===== config.mk =====
export PLATFORM = sky130hd
export DESIGN_NAME = cib_ctrl_bank
export DESIGN_NICKNAME = d
export VERILOG_FILES = /design/src/hdl/cib_pkg.sv /design/src/hdl/cib_ctrl_bank.sv /design/src/hdl/cib_line_force.sv
export SDC_FILE = /design/constraint.sdc
export NUM_CORES = 1
export LEC_CHECK = 0
export ABC_AREA = 1
export BUFFER_PORTS_ARGS = -buffer_cell sky130_fd_sc_hd__buf_2
export CAP_MARGIN = 10
export CORE_MARGIN = 5
export CORE_UTILIZATION = 51
export DETAILED_ROUTE_END_ITERATION = 16
export HOLD_SLACK_MARGIN = 0.1
export PLACE_DENSITY = 0.77
export SYNTH_ARGS = -nofsm -noshare
export SYNTH_HDL_FRONTEND = slang
export SYNTH_HIERARCHICAL = 1
export SYNTH_SLANG_ARGS = --single-unit

===== constraint.sdc =====
create_clock -name clk_sys_i -period 2.1 [get_ports clk_sys_i]
set_input_delay 0.21 -clock clk_sys_i [delete_from_list [all_inputs] [get_ports clk_sys_i]]
set_output_delay 0.21 -clock clk_sys_i [all_outputs]
set_load 0.02 [all_outputs]

===== src/hdl/cib_pkg.sv =====
package cib_pkg;

  localparam logic [15:0] CIB_IEN_ADDR = 16'hc00e;
  localparam logic [15:0] CIB_BKPT_ADDR = 16'hc014;
  localparam logic [15:0] CIB_DIAG_ADDR = 16'hc03c;

  localparam logic [15:0] CIB_IEN_WMASK = 16'h1bef;
  localparam logic [15:0] CIB_IEN_RSV_ONE = 16'h0010;
  localparam logic [15:0] CIB_DIAG_WMASK = 16'hf077;
  localparam logic [15:0] CIB_IEN_RESET = 16'h0000;
  localparam logic [15:0] CIB_BKPT_RESET = 16'h0000;
  localparam logic [15:0] CIB_DIAG_RESET = 16'h0000;
  localparam logic [15:0] CIB_ZERO16 = 16'h0000;

  localparam int CIB_EN_OTG = 12;
  localparam int CIB_EN_SPI = 11;
  localparam int CIB_EN_USB2 = 9;
  localparam int CIB_EN_USB1 = 8;
  localparam int CIB_EN_HSS = 7;
  localparam int CIB_EN_MBXIN = 6;
  localparam int CIB_EN_MBXOUT = 5;
  localparam int CIB_EN_UART = 3;
  localparam int CIB_EN_GPIO = 2;
  localparam int CIB_EN_TMR1 = 1;
  localparam int CIB_EN_TMR0 = 0;

  localparam int CIB_PORTS = 4;
  localparam int CIB_DIAG_PORT_LSB = 12;
  localparam int CIB_DIAG_PD = 6;
  localparam int CIB_DIAG_LSPU = 5;
  localparam int CIB_DIAG_FSPU = 4;
  localparam int CIB_FORCE_LSB = 0;
  localparam int CIB_FORCE_W = 3;
  localparam int CIB_FORCE_SE0 = 2;
  localparam int CIB_FORCE_TGL = 1;
  localparam int CIB_FORCE_J = 0;

  localparam int CIB_CLK_HZ = 25_000_000;
  localparam int CIB_TOGGLE_HZ = 1_000_000;
  localparam logic [7:0] CIB_TOGGLE_DIV = 8'(CIB_CLK_HZ / CIB_TOGGLE_HZ);
  localparam logic [7:0] CIB_DIV_ONE = 8'h01;
  localparam logic [7:0] CIB_DIV_ZERO = 8'h00;

  typedef struct packed {
    logic otg;
    logic [2:0] spi;
    logic [5:0] usb2;
    logic [5:0] usb1;
    logic [1:0] high_speed_serial;
    logic inbound_mailbox_irq;
    logic outbound_mailbox_irq;
    logic [1:0] uart;
    logic gpio;
    logic timer_one_irq;
    logic timer_zero_irq;
  } cib_irq_src_s;

  typedef struct packed {
    logic drive_en;
    logic dp;
    logic dm;
    logic pulldown_en;
    logic ls_pullup_en;
    logic fs_pullup_en;
  } cib_line_s;

endpackage : cib_pkg


===== src/hdl/cib_ctrl_bank.sv =====
`timescale 1ns/1ns
`default_nettype none
module cib_ctrl_bank
  import cib_pkg::*;
(
  input wire logic clk_sys_i,
  input wire logic rst_n_i,
  input wire logic [15:0] cpu_addr_i,
  input wire logic cpu_wr_i,
  input wire logic cpu_rd_i,
  input wire logic [15:0] cpu_wdata_i,
  output logic [15:0] cpu_rdata_o,
  input wire logic [15:0] hp_addr_i,
  input wire logic hp_wr_i,
  input wire logic hp_rd_i,
  input wire logic [15:0] hp_wdata_i,
  output logic [15:0] hp_rdata_o,
  input wire cib_irq_src_s irq_src_i,
  output cib_irq_src_s irq_gated_o,
  output logic gpio_pend_clr_o,
  output logic timer_one_pend_clr_o,
  output logic timer_zero_pend_clr_o,
  input wire logic [15:0] pc_i,
  input wire logic pc_valid_i,
  output logic breakpoint_vector_o,
  output cib_line_s [CIB_PORTS-1:0] usb_line_o
);

  logic [15:0] ien_r;
  logic [15:0] ien_nxt;
  logic [15:0] bkpt_r;
  logic [15:0] bkpt_nxt;
  logic [15:0] diag_r;
  logic [15:0] diag_nxt;
  logic bkpt_clear;
  logic bkpt_match;
  logic [7:0] div_r;
  logic toggle_tick_r;

  // Register write from either port; the processor wins a same-cycle tie.
  function automatic logic [15:0] reg_write(
    input logic [15:0] old_val,
    input logic [15:0] addr,
    input logic [15:0] cpu_data,
    input logic [15:0] hp_data,
    input logic [15:0] wmask
  );
    logic [15:0] val;
    val = old_val;
    if (hp_wr_i && hp_addr_i == addr) begin
      val = hp_data & wmask;
    end
    if (cpu_wr_i && cpu_addr_i == addr) begin
      val = cpu_data & wmask;
    end
    return val;
  endfunction : reg_write

  // The host port never sees the diagnostic register; it reads as zero.
  function automatic logic [15:0] reg_read(
    input logic [15:0] addr,
    input logic from_host
  );
    logic [15:0] val;
    val = CIB_ZERO16;
    unique case (addr)
      CIB_IEN_ADDR: val = ien_r | CIB_IEN_RSV_ONE;
      CIB_BKPT_ADDR: val = bkpt_r;
      CIB_DIAG_ADDR: val = from_host ? CIB_ZERO16 : diag_r;
      default: val = CIB_ZERO16;
    endcase
    return val;
  endfunction : reg_read

  function automatic cib_irq_src_s gate_irq(
    input cib_irq_src_s src,
    input logic [15:0] en
  );
    cib_irq_src_s g;
    g = src;
    g.otg = src.otg & en[CIB_EN_OTG];
    g.spi = src.spi & {3{en[CIB_EN_SPI]}};
    g.usb2 = src.usb2 & {6{en[CIB_EN_USB2]}};
    g.usb1 = src.usb1 & {6{en[CIB_EN_USB1]}};
    g.high_speed_serial = src.high_speed_serial &
                          {2{en[CIB_EN_HSS]}};
    g.inbound_mailbox_irq = src.inbound_mailbox_irq &
                            en[CIB_EN_MBXIN];
    g.outbound_mailbox_irq = src.outbound_mailbox_irq &
                             en[CIB_EN_MBXOUT];
    g.uart = src.uart & {2{en[CIB_EN_UART]}};
    g.gpio = src.gpio & en[CIB_EN_GPIO];
    g.timer_one_irq = src.timer_one_irq & en[CIB_EN_TMR1];
    g.timer_zero_irq = src.timer_zero_irq & en[CIB_EN_TMR0];
    return g;
  endfunction : gate_irq

  // Reserved bits are masked off so a careless write cannot set them.
  always_comb begin
    ien_nxt = reg_write(ien_r, CIB_IEN_ADDR, cpu_wdata_i, hp_wdata_i,
                        CIB_IEN_WMASK);
    bkpt_nxt = reg_write(bkpt_r, CIB_BKPT_ADDR, cpu_wdata_i, hp_wdata_i,
                         16'hffff);
    diag_nxt = reg_write(diag_r, CIB_DIAG_ADDR, cpu_wdata_i, hp_wdata_i,
                         CIB_DIAG_WMASK);
  end

  always_ff @(posedge clk_sys_i or negedge rst_n_i) begin
    if (!rst_n_i) begin
      ien_r <= CIB_IEN_RESET;
    end else begin
      ien_r <= ien_nxt;
    end
  end

  always_ff @(posedge clk_sys_i or negedge rst_n_i) begin
    if (!rst_n_i) begin
      bkpt_r <= CIB_BKPT_RESET;
    end else begin
      bkpt_r <= bkpt_nxt;
    end
  end

  always_ff @(posedge clk_sys_i or negedge rst_n_i) begin
    if (!rst_n_i) begin
      diag_r <= CIB_DIAG_RESET;
    end else begin
      diag_r <= diag_nxt;
    end
  end

  always_ff @(posedge clk_sys_i or negedge rst_n_i) begin
    if (!rst_n_i) begin
      cpu_rdata_o <= CIB_ZERO16;
    end else if (cpu_rd_i) begin
      cpu_rdata_o <= reg_read(cpu_addr_i, 1'b0);
    end
  end

  always_ff @(posedge clk_sys_i or negedge rst_n_i) begin
    if (!rst_n_i) begin
      hp_rdata_o <= CIB_ZERO16;
    end else if (hp_rd_i) begin
      hp_rdata_o <= reg_read(hp_addr_i, 1'b1);
    end
  end

  // Gating is registered, so a cleared enable silences its source one
  // cycle later; the pending-clear pulses leave one edge earlier, as ien_r loads.
  always_ff @(posedge clk_sys_i or negedge rst_n_i) begin
    if (!rst_n_i) begin
      irq_gated_o <= '0;
    end else begin
      irq_gated_o <= gate_irq(irq_src_i, ien_r);
    end
  end

  always_ff @(posedge clk_sys_i or negedge rst_n_i) begin
    if (!rst_n_i) begin
      gpio_pend_clr_o <= 1'b0;
      timer_one_pend_clr_o <= 1'b0;
      timer_zero_pend_clr_o <= 1'b0;
    end else begin
      gpio_pend_clr_o <= ien_r[CIB_EN_GPIO] &
                         ~ien_nxt[CIB_EN_GPIO];
      timer_one_pend_clr_o <= ien_r[CIB_EN_TMR1] &
                              ~ien_nxt[CIB_EN_TMR1];
      timer_zero_pend_clr_o <= ien_r[CIB_EN_TMR0] &
                               ~ien_nxt[CIB_EN_TMR0];
    end
  end

  // A zero address doubles as the clear code, so it never arms a match.
  assign bkpt_match = pc_valid_i && bkpt_r != CIB_ZERO16 &&
                      pc_i == bkpt_r;
  assign bkpt_clear = bkpt_nxt == CIB_ZERO16 &&
                      ((cpu_wr_i && cpu_addr_i == CIB_BKPT_ADDR) ||
                       (hp_wr_i && hp_addr_i == CIB_BKPT_ADDR));

  always_ff @(posedge clk_sys_i or negedge rst_n_i) begin
    if (!rst_n_i) begin
      breakpoint_vector_o <= 1'b0;
    end else if (bkpt_match) begin
      breakpoint_vector_o <= 1'b1;
    end else if (bkpt_clear) begin
      breakpoint_vector_o <= 1'b0;
    end
  end

  always_ff @(posedge clk_sys_i or negedge rst_n_i) begin
    if (!rst_n_i) begin
      div_r <= CIB_DIV_ZERO;
      toggle_tick_r <= 1'b0;
    end else if (div_r == CIB_TOGGLE_DIV - CIB_DIV_ONE) begin
      div_r <= CIB_DIV_ZERO;
      toggle_tick_r <= 1'b1;
    end else begin
      div_r <= div_r + CIB_DIV_ONE;
      toggle_tick_r <= 1'b0;
    end
  end

  for (genvar p = 0; p < CIB_PORTS; p++) begin : g_port
    cib_line_force u_force (
      .clk_sys_i(clk_sys_i),
      .rst_n_i(rst_n_i),
      .port_en_i(diag_r[CIB_DIAG_PORT_LSB + p]),
      .force_sel_i(diag_r[CIB_FORCE_LSB +: CIB_FORCE_W]),
      .pulldown_i(diag_r[CIB_DIAG_PD]),
      .ls_pullup_i(diag_r[CIB_DIAG_LSPU]),
      .fs_pullup_i(diag_r[CIB_DIAG_FSPU]),
      .toggle_tick_i(toggle_tick_r),
      .line_o(usb_line_o[p])
    );
  end
endmodule : cib_ctrl_bank
`default_nettype wire


===== src/hdl/cib_line_force.sv =====
`timescale 1ns/1ns
`default_nettype none
module cib_line_force
  import cib_pkg::*;
(
  input wire logic clk_sys_i,
  input wire logic rst_n_i,
  input wire logic port_en_i,
  input wire logic [CIB_FORCE_W-1:0] force_sel_i,
  input wire logic pulldown_i,
  input wire logic ls_pullup_i,
  input wire logic fs_pullup_i,
  input wire logic toggle_tick_i,
  output cib_line_s line_o
);

  logic phase_r;

  always_ff @(posedge clk_sys_i or negedge rst_n_i) begin
    if (!rst_n_i) begin
      phase_r <= 1'b0;
    end else if (toggle_tick_i) begin
      phase_r <= ~phase_r;
    end
  end

  // A disabled port drives nothing so the transceiver keeps normal control.
  always_ff @(posedge clk_sys_i or negedge rst_n_i) begin
    if (!rst_n_i) begin
      line_o <= '0;
    end else if (!port_en_i) begin
      line_o <= '0;
    end else begin
      line_o.drive_en <= 1'b1;
      line_o.pulldown_en <= pulldown_i;
      line_o.ls_pullup_en <= ls_pullup_i;
      line_o.fs_pullup_en <= fs_pullup_i;
      if (force_sel_i[CIB_FORCE_SE0]) begin
        line_o.dp <= 1'b0;
        line_o.dm <= 1'b0;
      end else if (force_sel_i[CIB_FORCE_TGL]) begin
        line_o.dp <= phase_r;
        line_o.dm <= ~phase_r;
      end else begin
        line_o.dp <= force_sel_i[CIB_FORCE_J];
        line_o.dm <= ~force_sel_i[CIB_FORCE_J];
      end
    end
  end
endmodule : cib_line_force
`default_nettype wire


==> impl_metrics.yaml, run 1 <==
status:
  status: "finished, final reports clean"
timing:
  rsz0062_at_grt: "no"
  tightest_slew_ns: 0.528
  max_freq_mhz: 550
  finalMaxSlewViolations: 0
  fin_tns_setup_ns: 0
  slew_headroom_pct: 63.9
  fin_crit_sh_pct: 86.6
  finClkSkew_ns: 0.00816
  setup_viol_count_final: 0
  hold_violations: 0
  min_period_ns: 1.82
die:
  dieHeight_um: 121
  dieArea_um2: 14700
  initial_utilization_pct: 52.2
  ios: 197
  die_w_um: 121
  coreArea_um2: 12100
  rows: 40
worst_setup_path:
  cp-start-kind: "input pin"
  worst_setup_path_end_kind: "register"
  critPathTopFamily: "buffers and inverters"
  rrSetupSlack_ns: 0.50
  r2r_cells: 6
  crit_chain: "buf_2 -> inv_1 -> nor4_1 -> nand4_1 -> o21ai_0 -> inv_2 -> nand2_1 -> o311ai_1 -> dlygate4sd3_1"
  r2r_start: "div_r[0]"
  slowest_stage: "dlygate4sd3_1"
  crit_buf_inv: 4
  r2r-end: "div_r[2]"
  crit_path_max_fanout: 14
  required_ns: 2.40
  arrival_ns: 2.12
  max_stage_delay_ns: 0.56
  crit_type: "input pin to register"
synthesis:
  ys_warn_count: 6
  synth_top_area_share_pct: 53.6
  synth.net_count: 854
  synth.most_common_cell: "nand2_1"
  seq_area_frac_synth_pct: 53.6
  syn_inst: 740
  yosysTopAreaCell: "dfrtp_1"
  synth-edff-count: 0
  yosys-top-cells-count: "216 x nand2_1, 139 x inv_1, 135 x dfrtp_1, 41 x nor2_1, 26 x nand3_1"
  synthDistinctLibCells: 44
  ys_seq_elements: 135
  synth_area_um2: 6300
  yosys-top-cells-area: "dfrtp_1 54%, nand2_1 13%, inv_1 8.3%"
  async_flop_share_pct: 100
  synth.avg_cell_area_um2: 8.51
  synth-main-ff-cell: "dfrtp_1"
drt:
  vias_per_cell: 5.30
  firstDrtPassIters: 6
  drtIter0Drc: 678
  wl_per_cell_um: 17.0
  num_vias: 6229
  drt_wl_total_mm: 20.0
  route.detailed.drc: 0
  drtAntennaViolNets: 0
power_and_ir_drop:
  leakage_uw: 0.00480
  switching_power_uw: 1400
  intPower_uw: 5200
  power.density_nw_per_um2: 762
  seq_power_share_pct: 40.2
  combPwrFrac_pct: 7.0
  p_clk_share_pct: 52.8
  ir_drop_mv: 0.557
  switching_share_pct: 21.3
global_routing:
  grt_pass1_wl_mm: 31.2
  globalRoute.totalOverflow: 0
  track_usage_pct: 27.5
  grt_pass1_vias: 6245
  antenna_found_initial: 2
  grt_max_degree: 50
clocking:
  cts-root-buf: "clkbuf_16"
  cts_tree: "done"
  clockBufferDepth: 2
  clk_latency_ns: 0.42
  cts_resized: 0
  cts-buffers-inserted: 17
  h-tree-depth: 4
  path_clk_slew_ns: 0.06
  cts_sinks: 135
cells_and_area:
  area_growth_pct: 37.5
  nets: 1108
  layout-drive-gt1-share_pct: 26.6
  antenna_cells: 0
  final_cells: 1175
  fillers: 893
place:
  gp_congestion: 0.903
  dp.cells: 1100
  io_buffer_count: 196
  dp_hpwl_mm: 13.8
run:
  cap_violations: 0
min_path:
  hold_end: "diag_r[15]"
  min_path_cells: 3
  hold_class: "input pin to register"
  hold_start: "hp_wdata_i[15]"
## metrics by stage
step / setup WS, ns / hold slack [ns] / area [µm²] / util, % / total power [µW]
floorplan: 0.532 / -0.0856 / 6300 / - / 2850
global placement: 0.238 / 0.180 / 7530 / 62.4 / 3090
detailed placement: 0.153 / 0.179 / 7530 / 62.4 / 3100
CTS: 0.322 / 0.104 / 8660 / 71.8 / 6600
global route: 0.172 / 0.133 / 8660 / 71.8 / 6770
finish: 0.281 / 0.111 / 8660 / 71.8 / 6600
## final cells by class
| cell class | count | area (µm²) | area share [%] |
|---|---|---|---|
| multi-input cells | 442 | 2290 | 26.5 |
| inverters | 144 | 541 | 6.24 |
| well taps | 168 | 210 | 2.43 |
| flip-flops and latches | 135 | 3380 | 39.0 |
| clock buffers | 21 | 480 | 5.55 |
| clock inverters | 11 | 216 | 2.50 |
| repair buffers | 254 | 1540 | 17.8 |
## what timing repair did
action | in CTS | in global routing
endpoints found under the hold margin | 93 | 0
hold buffers | 43 | 0
buffers inserted | 0 | 0
## worst max-delay path by stage
| stage | startpoint | endpoint | slack (ns) | depth (start not counted) |
|---|---|---|---|---|
| detailed placement | cpu_addr_i[0] | breakpoint_vector_o | 0.15 | 13 |
| global placement | cpu_addr_i[0] | breakpoint_vector_o | 0.24 | 13 |
| global route | hp_wr_i | diag_r[14] | 0.17 | 9 |
| CTS | hp_wr_i | diag_r[1] | 0.32 | 9 |
| floorplan | div_r[0] | div_r[0] | 0.53 | 5 |
| finish | hp_wr_i | diag_r[14] | 0.28 | 9 |
## tightest hold or removal path: cells and delay by family
kind / cells / cell delay, ns
compound gates: 1 / 0.10
buf+inv: 2 / 0.16
## cell usage in the layout, fill, tap and decap left out, types with 3 or more instances in the layout
master,count
a21oi_1,4
buf_2,195
buf_4,14
bufinv_16,6
clkbuf_16,17
clkbuf_8,4
clkinvlp_4,3
dfrtp_1,135
dlygate4sd3_1,43
inv_1,139
inv_2,4
nand2_1,216
nand3_1,26
nand4_1,17
nor2_1,41
nor2_2,6
nor2_4,5
nor3_1,3
nor4_1,11
o211ai_1,6
o21a_1,11
o21ai_0,7
o221ai_1,23
o22ai_1,11
o311ai_1,10
o31ai_1,5
xnor2_1,5
xor2_1,11
## power by group through the flow
stage	sequential [µW]	clock [µW]	combinational, µW
finish	2650	3480	462
global route	2660	3610	504
CTS	2650	3480	458
detailed placement	2700	0	395
global placement	2700	0	390
floorplan	2750	0	100
## flip-flops by register name, summed over array words and instances (netlist names)
register	cells
timer_zero_pend_clr_o	1
irq_gated_o	25
cpu_rdata_o	16
g_port.u_force/line_o	24
breakpoint_vector_o	1
div_r	8
timer_one_pend_clr_o	1
ien_r	11
toggle_tick_r	1
hp_rdata_o	16
bkpt_r	16
diag_r	10
g_port.u_force/phase_r	4
gpio_pend_clr_o	1
## logic make-up (layout without fill, tap and decap cells)
logic type | after synthesis | count (layout) | synth area share, %
AO/OA/AOI/OAI | 86 | 86 | 10.3
XOR/XNOR | 16 | 16 | 2.22
adder cells (fa/ha/maj) | 2 | 2 | 0.397
buffers and inverters | 163 | 430 | 9.99
flip-flops | 135 | 135 | 53.6
AND/OR/NAND/NOR | 338 | 338 | 23.5
## metal layers
| layer | part of all wire, % | global-route usage [%] | up-vias |
|---|---|---|---|
| met5 | 0.13 | 0 | - |
| met3 | 8.8 | 7.27 | 70 |
| met2 | 49 | 45.7 | 347 |
| met4 | 3.7 | 12.8 | 4 |
| met1 | 38 | 33.4 | 2933 |
| li1 | - | - | 2875 |
Power figures use the tool's default switching activity.
==> run 2: changes to the inputs <==
--- a/config.mk
+++ b/config.mk
@@ -11,6 +11,7 @@
 export CORE_MARGIN = 5
 export CORE_UTILIZATION = 51
 export DETAILED_ROUTE_END_ITERATION = 16
+export GPL_TIMING_DRIVEN = 0
 export HOLD_SLACK_MARGIN = 0.1
 export PLACE_DENSITY = 0.77
 export SYNTH_ARGS = -nofsm -noshare
==> run 2 against run 1 <==
Critical path depth grew 1. Wire length shrank 4.0%. Utilization shrank 1.4 points. Clock-buffer cell count shrank 1. Combinational power is essentially flat. Via count shrank 2.6%. Total power shrank 9.7%. Hold slack is essentially flat. Register-to-register slack lost 0.14 ns. Sequential power is essentially flat. Critical path type unchanged.
==> impl_metrics.yaml, run 2 (synthesis gave the netlist of run 1 again) <==
worst_setup_path:
  crit_type: "input pin to register"
  required_ns: 2.43
  worst_setup_path_end_kind: "register"
  cp-start-kind: "input pin"
  rrSetupSlack_ns: 0.36
  crit_path_max_fanout: 10
  arrival_ns: 2.09
timing:
  setup_ws_ns: 0.341
  slew_headroom_pct: 57.9
  fin_tns_setup_ns: 0
  tightest_slew_ns: 0.632
  fin_crit_sh_pct: 83.8
  rsz0062_at_grt: "no"
  min_period_ns: 1.76
  setup_viol_count_final: 0
  finalMaxSlewViolations: 0
  max_freq_mhz: 568
  hold_violations: 0
  finClkSkew_ns: 0.00413
place:
  gp_congestion: 0.944
  place_ws_ns: 0.0389
  dp_hpwl_mm: 13.8
  io_buffer_count: 194
min_path:
  hold_class: "input pin to register"
clocking:
  cts_setup_buffers: 0
  postCtsHoldBufs: 42
  h-tree-depth: 4
  cts_tree: "done"
  cts-root-buf: "clkbuf_16"
  path_clk_slew_ns: 0.05
  cts-buffers-inserted: 17
  clockBufferDepth: 2
  cts_resized: 0
  cts_sinks: 135
  clk_latency_ns: 0.41
cells_and_area:
  final_cell_mix: "216 x nand2_1, 198 x buf_2, 139 x inv_1"
  regMostFlops: "irq_gated_o"
  antenna_cells: 0
  nets: 1110
  reg.largest.list: "irq_gated_o x25, g_port.u_force/line_o x24"
  largest_register_ffs: 25
  area_growth_pct: 34.9
  layout_commonest_cell: "nand2_1"
  layout-drive-gt1-share_pct: 25.4
  fillers: 958
die:
  dieHeight_um: 121
  initial_utilization_pct: 52.2
  ios: 197
  dieArea_um2: 14700
  die_w_um: 121
  coreArea_um2: 12100
  rows: 40
global_routing:
  grt_max_degree: 71
  globalRoute.totalOverflow: 0
  antenna_found_initial: 1
  track_usage_pct: 26.4
  grt_pass1_vias: 5862
  grt_pass1_wl_mm: 30.1
drt:
  drt_wl_total_mm: 19.2
  firstDrtPassIters: 5
  drtAntennaViolNets: 0
  num_vias: 6068
  drtIter0Drc: 578
  vias_per_cell: 5.16
  route.detailed.drc: 0
  wl_per_cell_um: 16.3
power_and_ir_drop:
  ir_drop_mv: 0.499
  leakage_uw: 0.00471
  power.density_nw_per_um2: 701
run:
  cap_violations: 0
status:
  status: "finished, final reports clean"
run 2: final cells by class:
type / count / area, µm² / share of cell area (%)
plain buffers: 19 / 88.8 / 1.05
clock buffers: 20 / 457 / 5.38
clock inverters: 10 / 105 / 1.24
inverters: 144 / 541 / 6.36
multi-input cells: 442 / 2290 / 27.0
flip-flops and latches: 135 / 3380 / 39.8
well taps: 168 / 210 / 2.47
repair buffers: 237 / 1430 / 16.8
run 2: report_power, final:
group	switching, µW	total, µW	internal, µW	leakage, µW
Clock	1060	2840	1780	0.000277
Sequential	15.9	2660	2640	0.00170
Combinational	259	459	200	0.00273
Total	1340	5960	4620	0.00471
run 2: metrics by stage:
| stage | instances | cell area [µm²] | total power, µW | util [%] | hold slack (ns) |
|---|---|---|---|---|---|
| after floorplan | 740 | 6300 | 2850 | - | -0.0856 |
| after global placement | 1102 | 7480 | 3080 | 62.0 | 0.396 |
| after detailed placement | 1103 | 7510 | 3090 | 62.3 | 0.247 |
| after CTS | 1175 | 8500 | 5960 | 70.4 | 0.100 |
| after global routing | 1175 | 8500 | 6160 | 70.4 | 0.118 |
| final | 1175 | 8500 | 5960 | 70.4 | 0.111 |
run 2: worst paths after layout:
check	end	depth (start not counted)	startpoint
min reg2reg	irq_gated_o[0]	2	ien_r[0]
max in group asynchronous	cpu_rdata_o[10]	3	rst_n_i
min	diag_r[1]	3	cpu_wdata_i[1]
min in group asynchronous	g_port[3].u_force/phase_r	2	rst_n_i
max reg2reg	div_r[0]	5	div_r[0]
max	gpio_pend_clr_o	10	hp_addr_i[13]
run 2: metal layers:
layer,share of wire [%],GRT usage [%],vias to the layer above
met4,1.8,7.63,2
met5,0.037,0,-
met2,50,44.3,310
met1,40,34.1,2838
li1,-,-,2885
met3,8.3,6.48,33
run 2: worst max-delay path, stage by stage:
cell and delay (ns):
buf_2 0.10, nor2_1 0.10, nand3_1 0.11, nor2_4 0.26
nand4_2 0.25, nor2_1 0.28, nand2_2 0.23, o22ai_1 0.34
inv_1 0.09, nor2_1 0.12
==> run 3: changes to the inputs <==
--- a/config.mk
+++ b/config.mk
@@ -5,15 +5,15 @@
 export SDC_FILE = /design/constraint.sdc
 export NUM_CORES = 1
 export LEC_CHECK = 0
-export ABC_AREA = 1
+export ABC_AREA = 0
 export BUFFER_PORTS_ARGS = -buffer_cell sky130_fd_sc_hd__buf_2
 export CAP_MARGIN = 10
 export CORE_MARGIN = 5
-export CORE_UTILIZATION = 51
+export CORE_UTILIZATION = 46
 export DETAILED_ROUTE_END_ITERATION = 16
 export GPL_TIMING_DRIVEN = 0
 export HOLD_SLACK_MARGIN = 0.1
-export PLACE_DENSITY = 0.77
+export PLACE_DENSITY = 0.73
 export SYNTH_ARGS = -nofsm -noshare
 export SYNTH_HDL_FRONTEND = slang
 export SYNTH_HIERARCHICAL = 1
==> constraint.sdc (replaced) <==
create_clock -name clk_sys_i -period 1.5 [get_ports clk_sys_i]
set_input_delay 0.15 -clock clk_sys_i [delete_from_list [all_inputs] [get_ports clk_sys_i]]
set_output_delay 0.15 -clock clk_sys_i [all_outputs]
set_load 0.02 [all_outputs]
==> run 3 against run 2 <==
Non-clock buffer count is 57 higher. Cell area increased by 9.3%. Via count fell by 2.2%. Sequential power rose by 39%. Critical endpoint is now breakpoint_vector_o. Sequential share of layout area down 3.3 points. Hold slack better by 0.024 ns. Clock power grew 44%. Largest cell class unchanged. Clock skew is 0.0032 ns higher. The flow now finishes with violations (negative setup slack). Setup slack worse by 0.88 ns.
==> impl_metrics.yaml, run 3 <==
synthesis:
  ys_seq_elements: 135
  async_flop_share_pct: 100
  seq_area_frac_synth_pct: 55.9
  yosys-top-cells-area: "dfrtp_1 56%, mux2i_1 4.6%, and2_1 4.0%"
  synthDistinctLibCells: 46
  yosysTopAreaCell: "dfrtp_1"
  synth-edff-count: 0
  synth_area_um2: 6040
  synth.most_common_cell: "dfrtp_1"
  ys_warn_count: 6
  syn_inst: 546
  yosys-top-cells-count: "135 x dfrtp_1, 63 x nor2_1, 48 x a21oi_1, 39 x and2_1, 28 x mux2i_1"
  synth_top_area_share_pct: 55.9
  synth.net_count: 660
  synth.avg_cell_area_um2: 11.1
  synth-main-ff-cell: "dfrtp_1"
clocking:
  clk_latency_ns: 0.42
  cts_sinks: 135
  cts-root-buf: "clkbuf_16"
  cts_tree: "done"
  clockBufferDepth: 2
  h-tree-depth: 4
  path_clk_slew_ns: 0.06
  cts-buffers-inserted: 17
drt:
  wl_met2_mm: 10.7
  route.detailed.drc: 0
  num_vias: 5936
  vias_per_cell: 5.75
  drt_wl_total_mm: 21.5
  wl_per_cell_um: 20.9
  wl_met3_mm: 1.89
  drtAntennaViolNets: 0
  drtIter0Drc: 612
  highest_layer: "met4"
  firstDrtPassIters: 5
  wl_met1_mm: 8.10
place:
  place_ws_ns: -1.06
  gp_congestion: 0.905
  io_buffer_count: 193
  dp_hpwl_mm: 13.7
cells_and_area:
  postLayoutCoreUtil_pct: 73.0
  largest_register_ffs: 25
  layout_commonest_cell: "buf_2"
  regMostFlops: "irq_gated_o"
  final_cell_mix: "192 x buf_2, 128 x dfrtp_1, 57 x dlygate4sd3_1"
  multi_input_area_um2: 2900
  antenna_cells: 0
  final-seq-area_um2: 3390
  fillers: 890
  area_growth_pct: 53.7
  reg.largest.list: "irq_gated_o x25, g_port.u_force/line_o x24"
  layout-drive-gt1-share_pct: 42.1
  nets: 963
timing:
  finalMaxSlewViolations: 0
  finClkSkew_ns: 0.00737
  fin_tns_setup_ns: -9.89
  setup_viol_count_final: 40
  hold_violations: 0
  fin_crit_sh_pct: 136
  rsz0062_at_grt: "yes"
  min_period_ns: 2.04
  max_freq_mhz: 491
  tightest_slew_ns: 0.621
  setup_ws_ns: -0.538
  slew_headroom_pct: 58.6
die:
  rows: 41
  dieHeight_um: 125
  dieArea_um2: 15500
  ios: 197
  die_w_um: 125
  coreArea_um2: 12700
  initial_utilization_pct: 47.5
global_routing:
  grt_pass1_vias: 6190
  antenna_found_initial: 0
  grt_max_degree: 82
  track_usage_pct: 26.6
  grt_pass1_wl_mm: 32.5
  globalRoute.totalOverflow: 0
status:
  status: "finished, violations left"
  violations: "negative setup slack"
run:
  cap_violations: 0
power_and_ir_drop:
  ir_drop_mv: 0.686
  power.density_nw_per_um2: 912
  leakage_uw: 0.00450
worst_setup_path:
  crit_path_max_fanout: 2
  arrival_ns: 2.39
  cp-start-kind: "register"
  crit_type: "register to register"
  required_ns: 1.85
  worst_setup_path_end_kind: "register"
min_path:
  hold_class: "input pin to register"
[run 3: changes by cell type after synthesis, sizes merged, moves of 13 or more]
cell,before,now
nand4,18,5
mux2i,0,28
nand3,28,11
a32o,0,13
inv,143,16
and2,0,39
a22oi,0,19
nand2,218,10
o221ai,23,0
a21oi,5,48
[run 3: kinds of logic (layout without fill, tap and decap cells)]
group / Yosys count / after routing / share of synthesized area, %
DFF: 135 / 135 / 55.9
AOI/OAI and AO/OA: 126 / 126 / 14.2
and+or+nand+nor: 184 / 184 / 17.8
muxes: 28 / 28 / 4.64
buffers and inverters: 45 / 359 / 3.19
xor gates and xnor gates: 26 / 26 / 3.77
adders and majority gates: 2 / 2 / 0.414
[run 3: report_power, final]
part / switching (µW) / internal (µW)
clock network: 1540 / 2540
logic: 369 / 305
registers: 25.8 / 3680
total: 1940 / 6530
[run 3: metal layers]
layer / up-vias / global-route usage [%]
li1: 2566 / -
met1: 2927 / 31.9
met2: 369 / 43.8
met3: 74 / 7.63
met4: 0 / 12.9
met5: - / 0
[run 3: through the flow]
stage | cell area [µm²] | hold slack, ns | power [µW] | std cells
floorplan | 6110 | -0.146 | 3940 | 546
global placement | 7300 | 0.361 | 4250 | 911
detailed placement | 7330 | 0.148 | 4280 | 912
CTS | 8940 | 0.102 | 8460 | 1025
global route | 9280 | 0.135 | 8720 | 1032
finish | 9280 | 0.135 | 8470 | 1032
[run 3: worst max-delay path, cell delays in order, from the launching register on]
cell	delay, ns
dfrtp_2	0.43
xor2_1	0.14
nor4_1	0.27
nand3_1	0.13
or4_4	0.51
o221a_1	0.16
and4_1	0.22
a21oi_2	0.11
[run 3: worst paths after layout]
check	start	endpoint	depth (start not counted)	slack [ns]
max in group asynchronous	rst_n_i	bkpt_r[9]	3	0.45
setup / recovery	bkpt_r[6]	breakpoint_vector_o	7	-0.54
setup reg to reg	bkpt_r[6]	breakpoint_vector_o	7	-0.54
min in group asynchronous	rst_n_i	div_r[5]	2	0.26
hold reg to reg	g_port[1].u_force/phase_r	g_port[1].u_force/phase_r	1	0.48
hold / removal	hp_wdata_i[1]	timer_one_pend_clr_o	3	0.13
[run 3: area by class of cell]
type / count / area share (%)
Buffer: 27 / 2.33
Inverter: 16 / 0.647
Clock inverter: 9 / 1.09
Clock buffer: 21 / 5.07
Tap cell: 172 / 2.32
Multi-Input combinational cell: 366 / 31.2
Timing Repair Buffer: 286 / 20.8
Sequential cell: 135 / 36.5
[run 3: timing repair]
item                                   4_1_cts  5_1_grt
gates cloned                                 6        1
hold buffers                                57        0
endpoints found under the hold margin      108        0
gates resized for setup                     78       66
pin swaps                                   34       22
setup endpoints to repair                   64       65
buffers inserted                            22        7
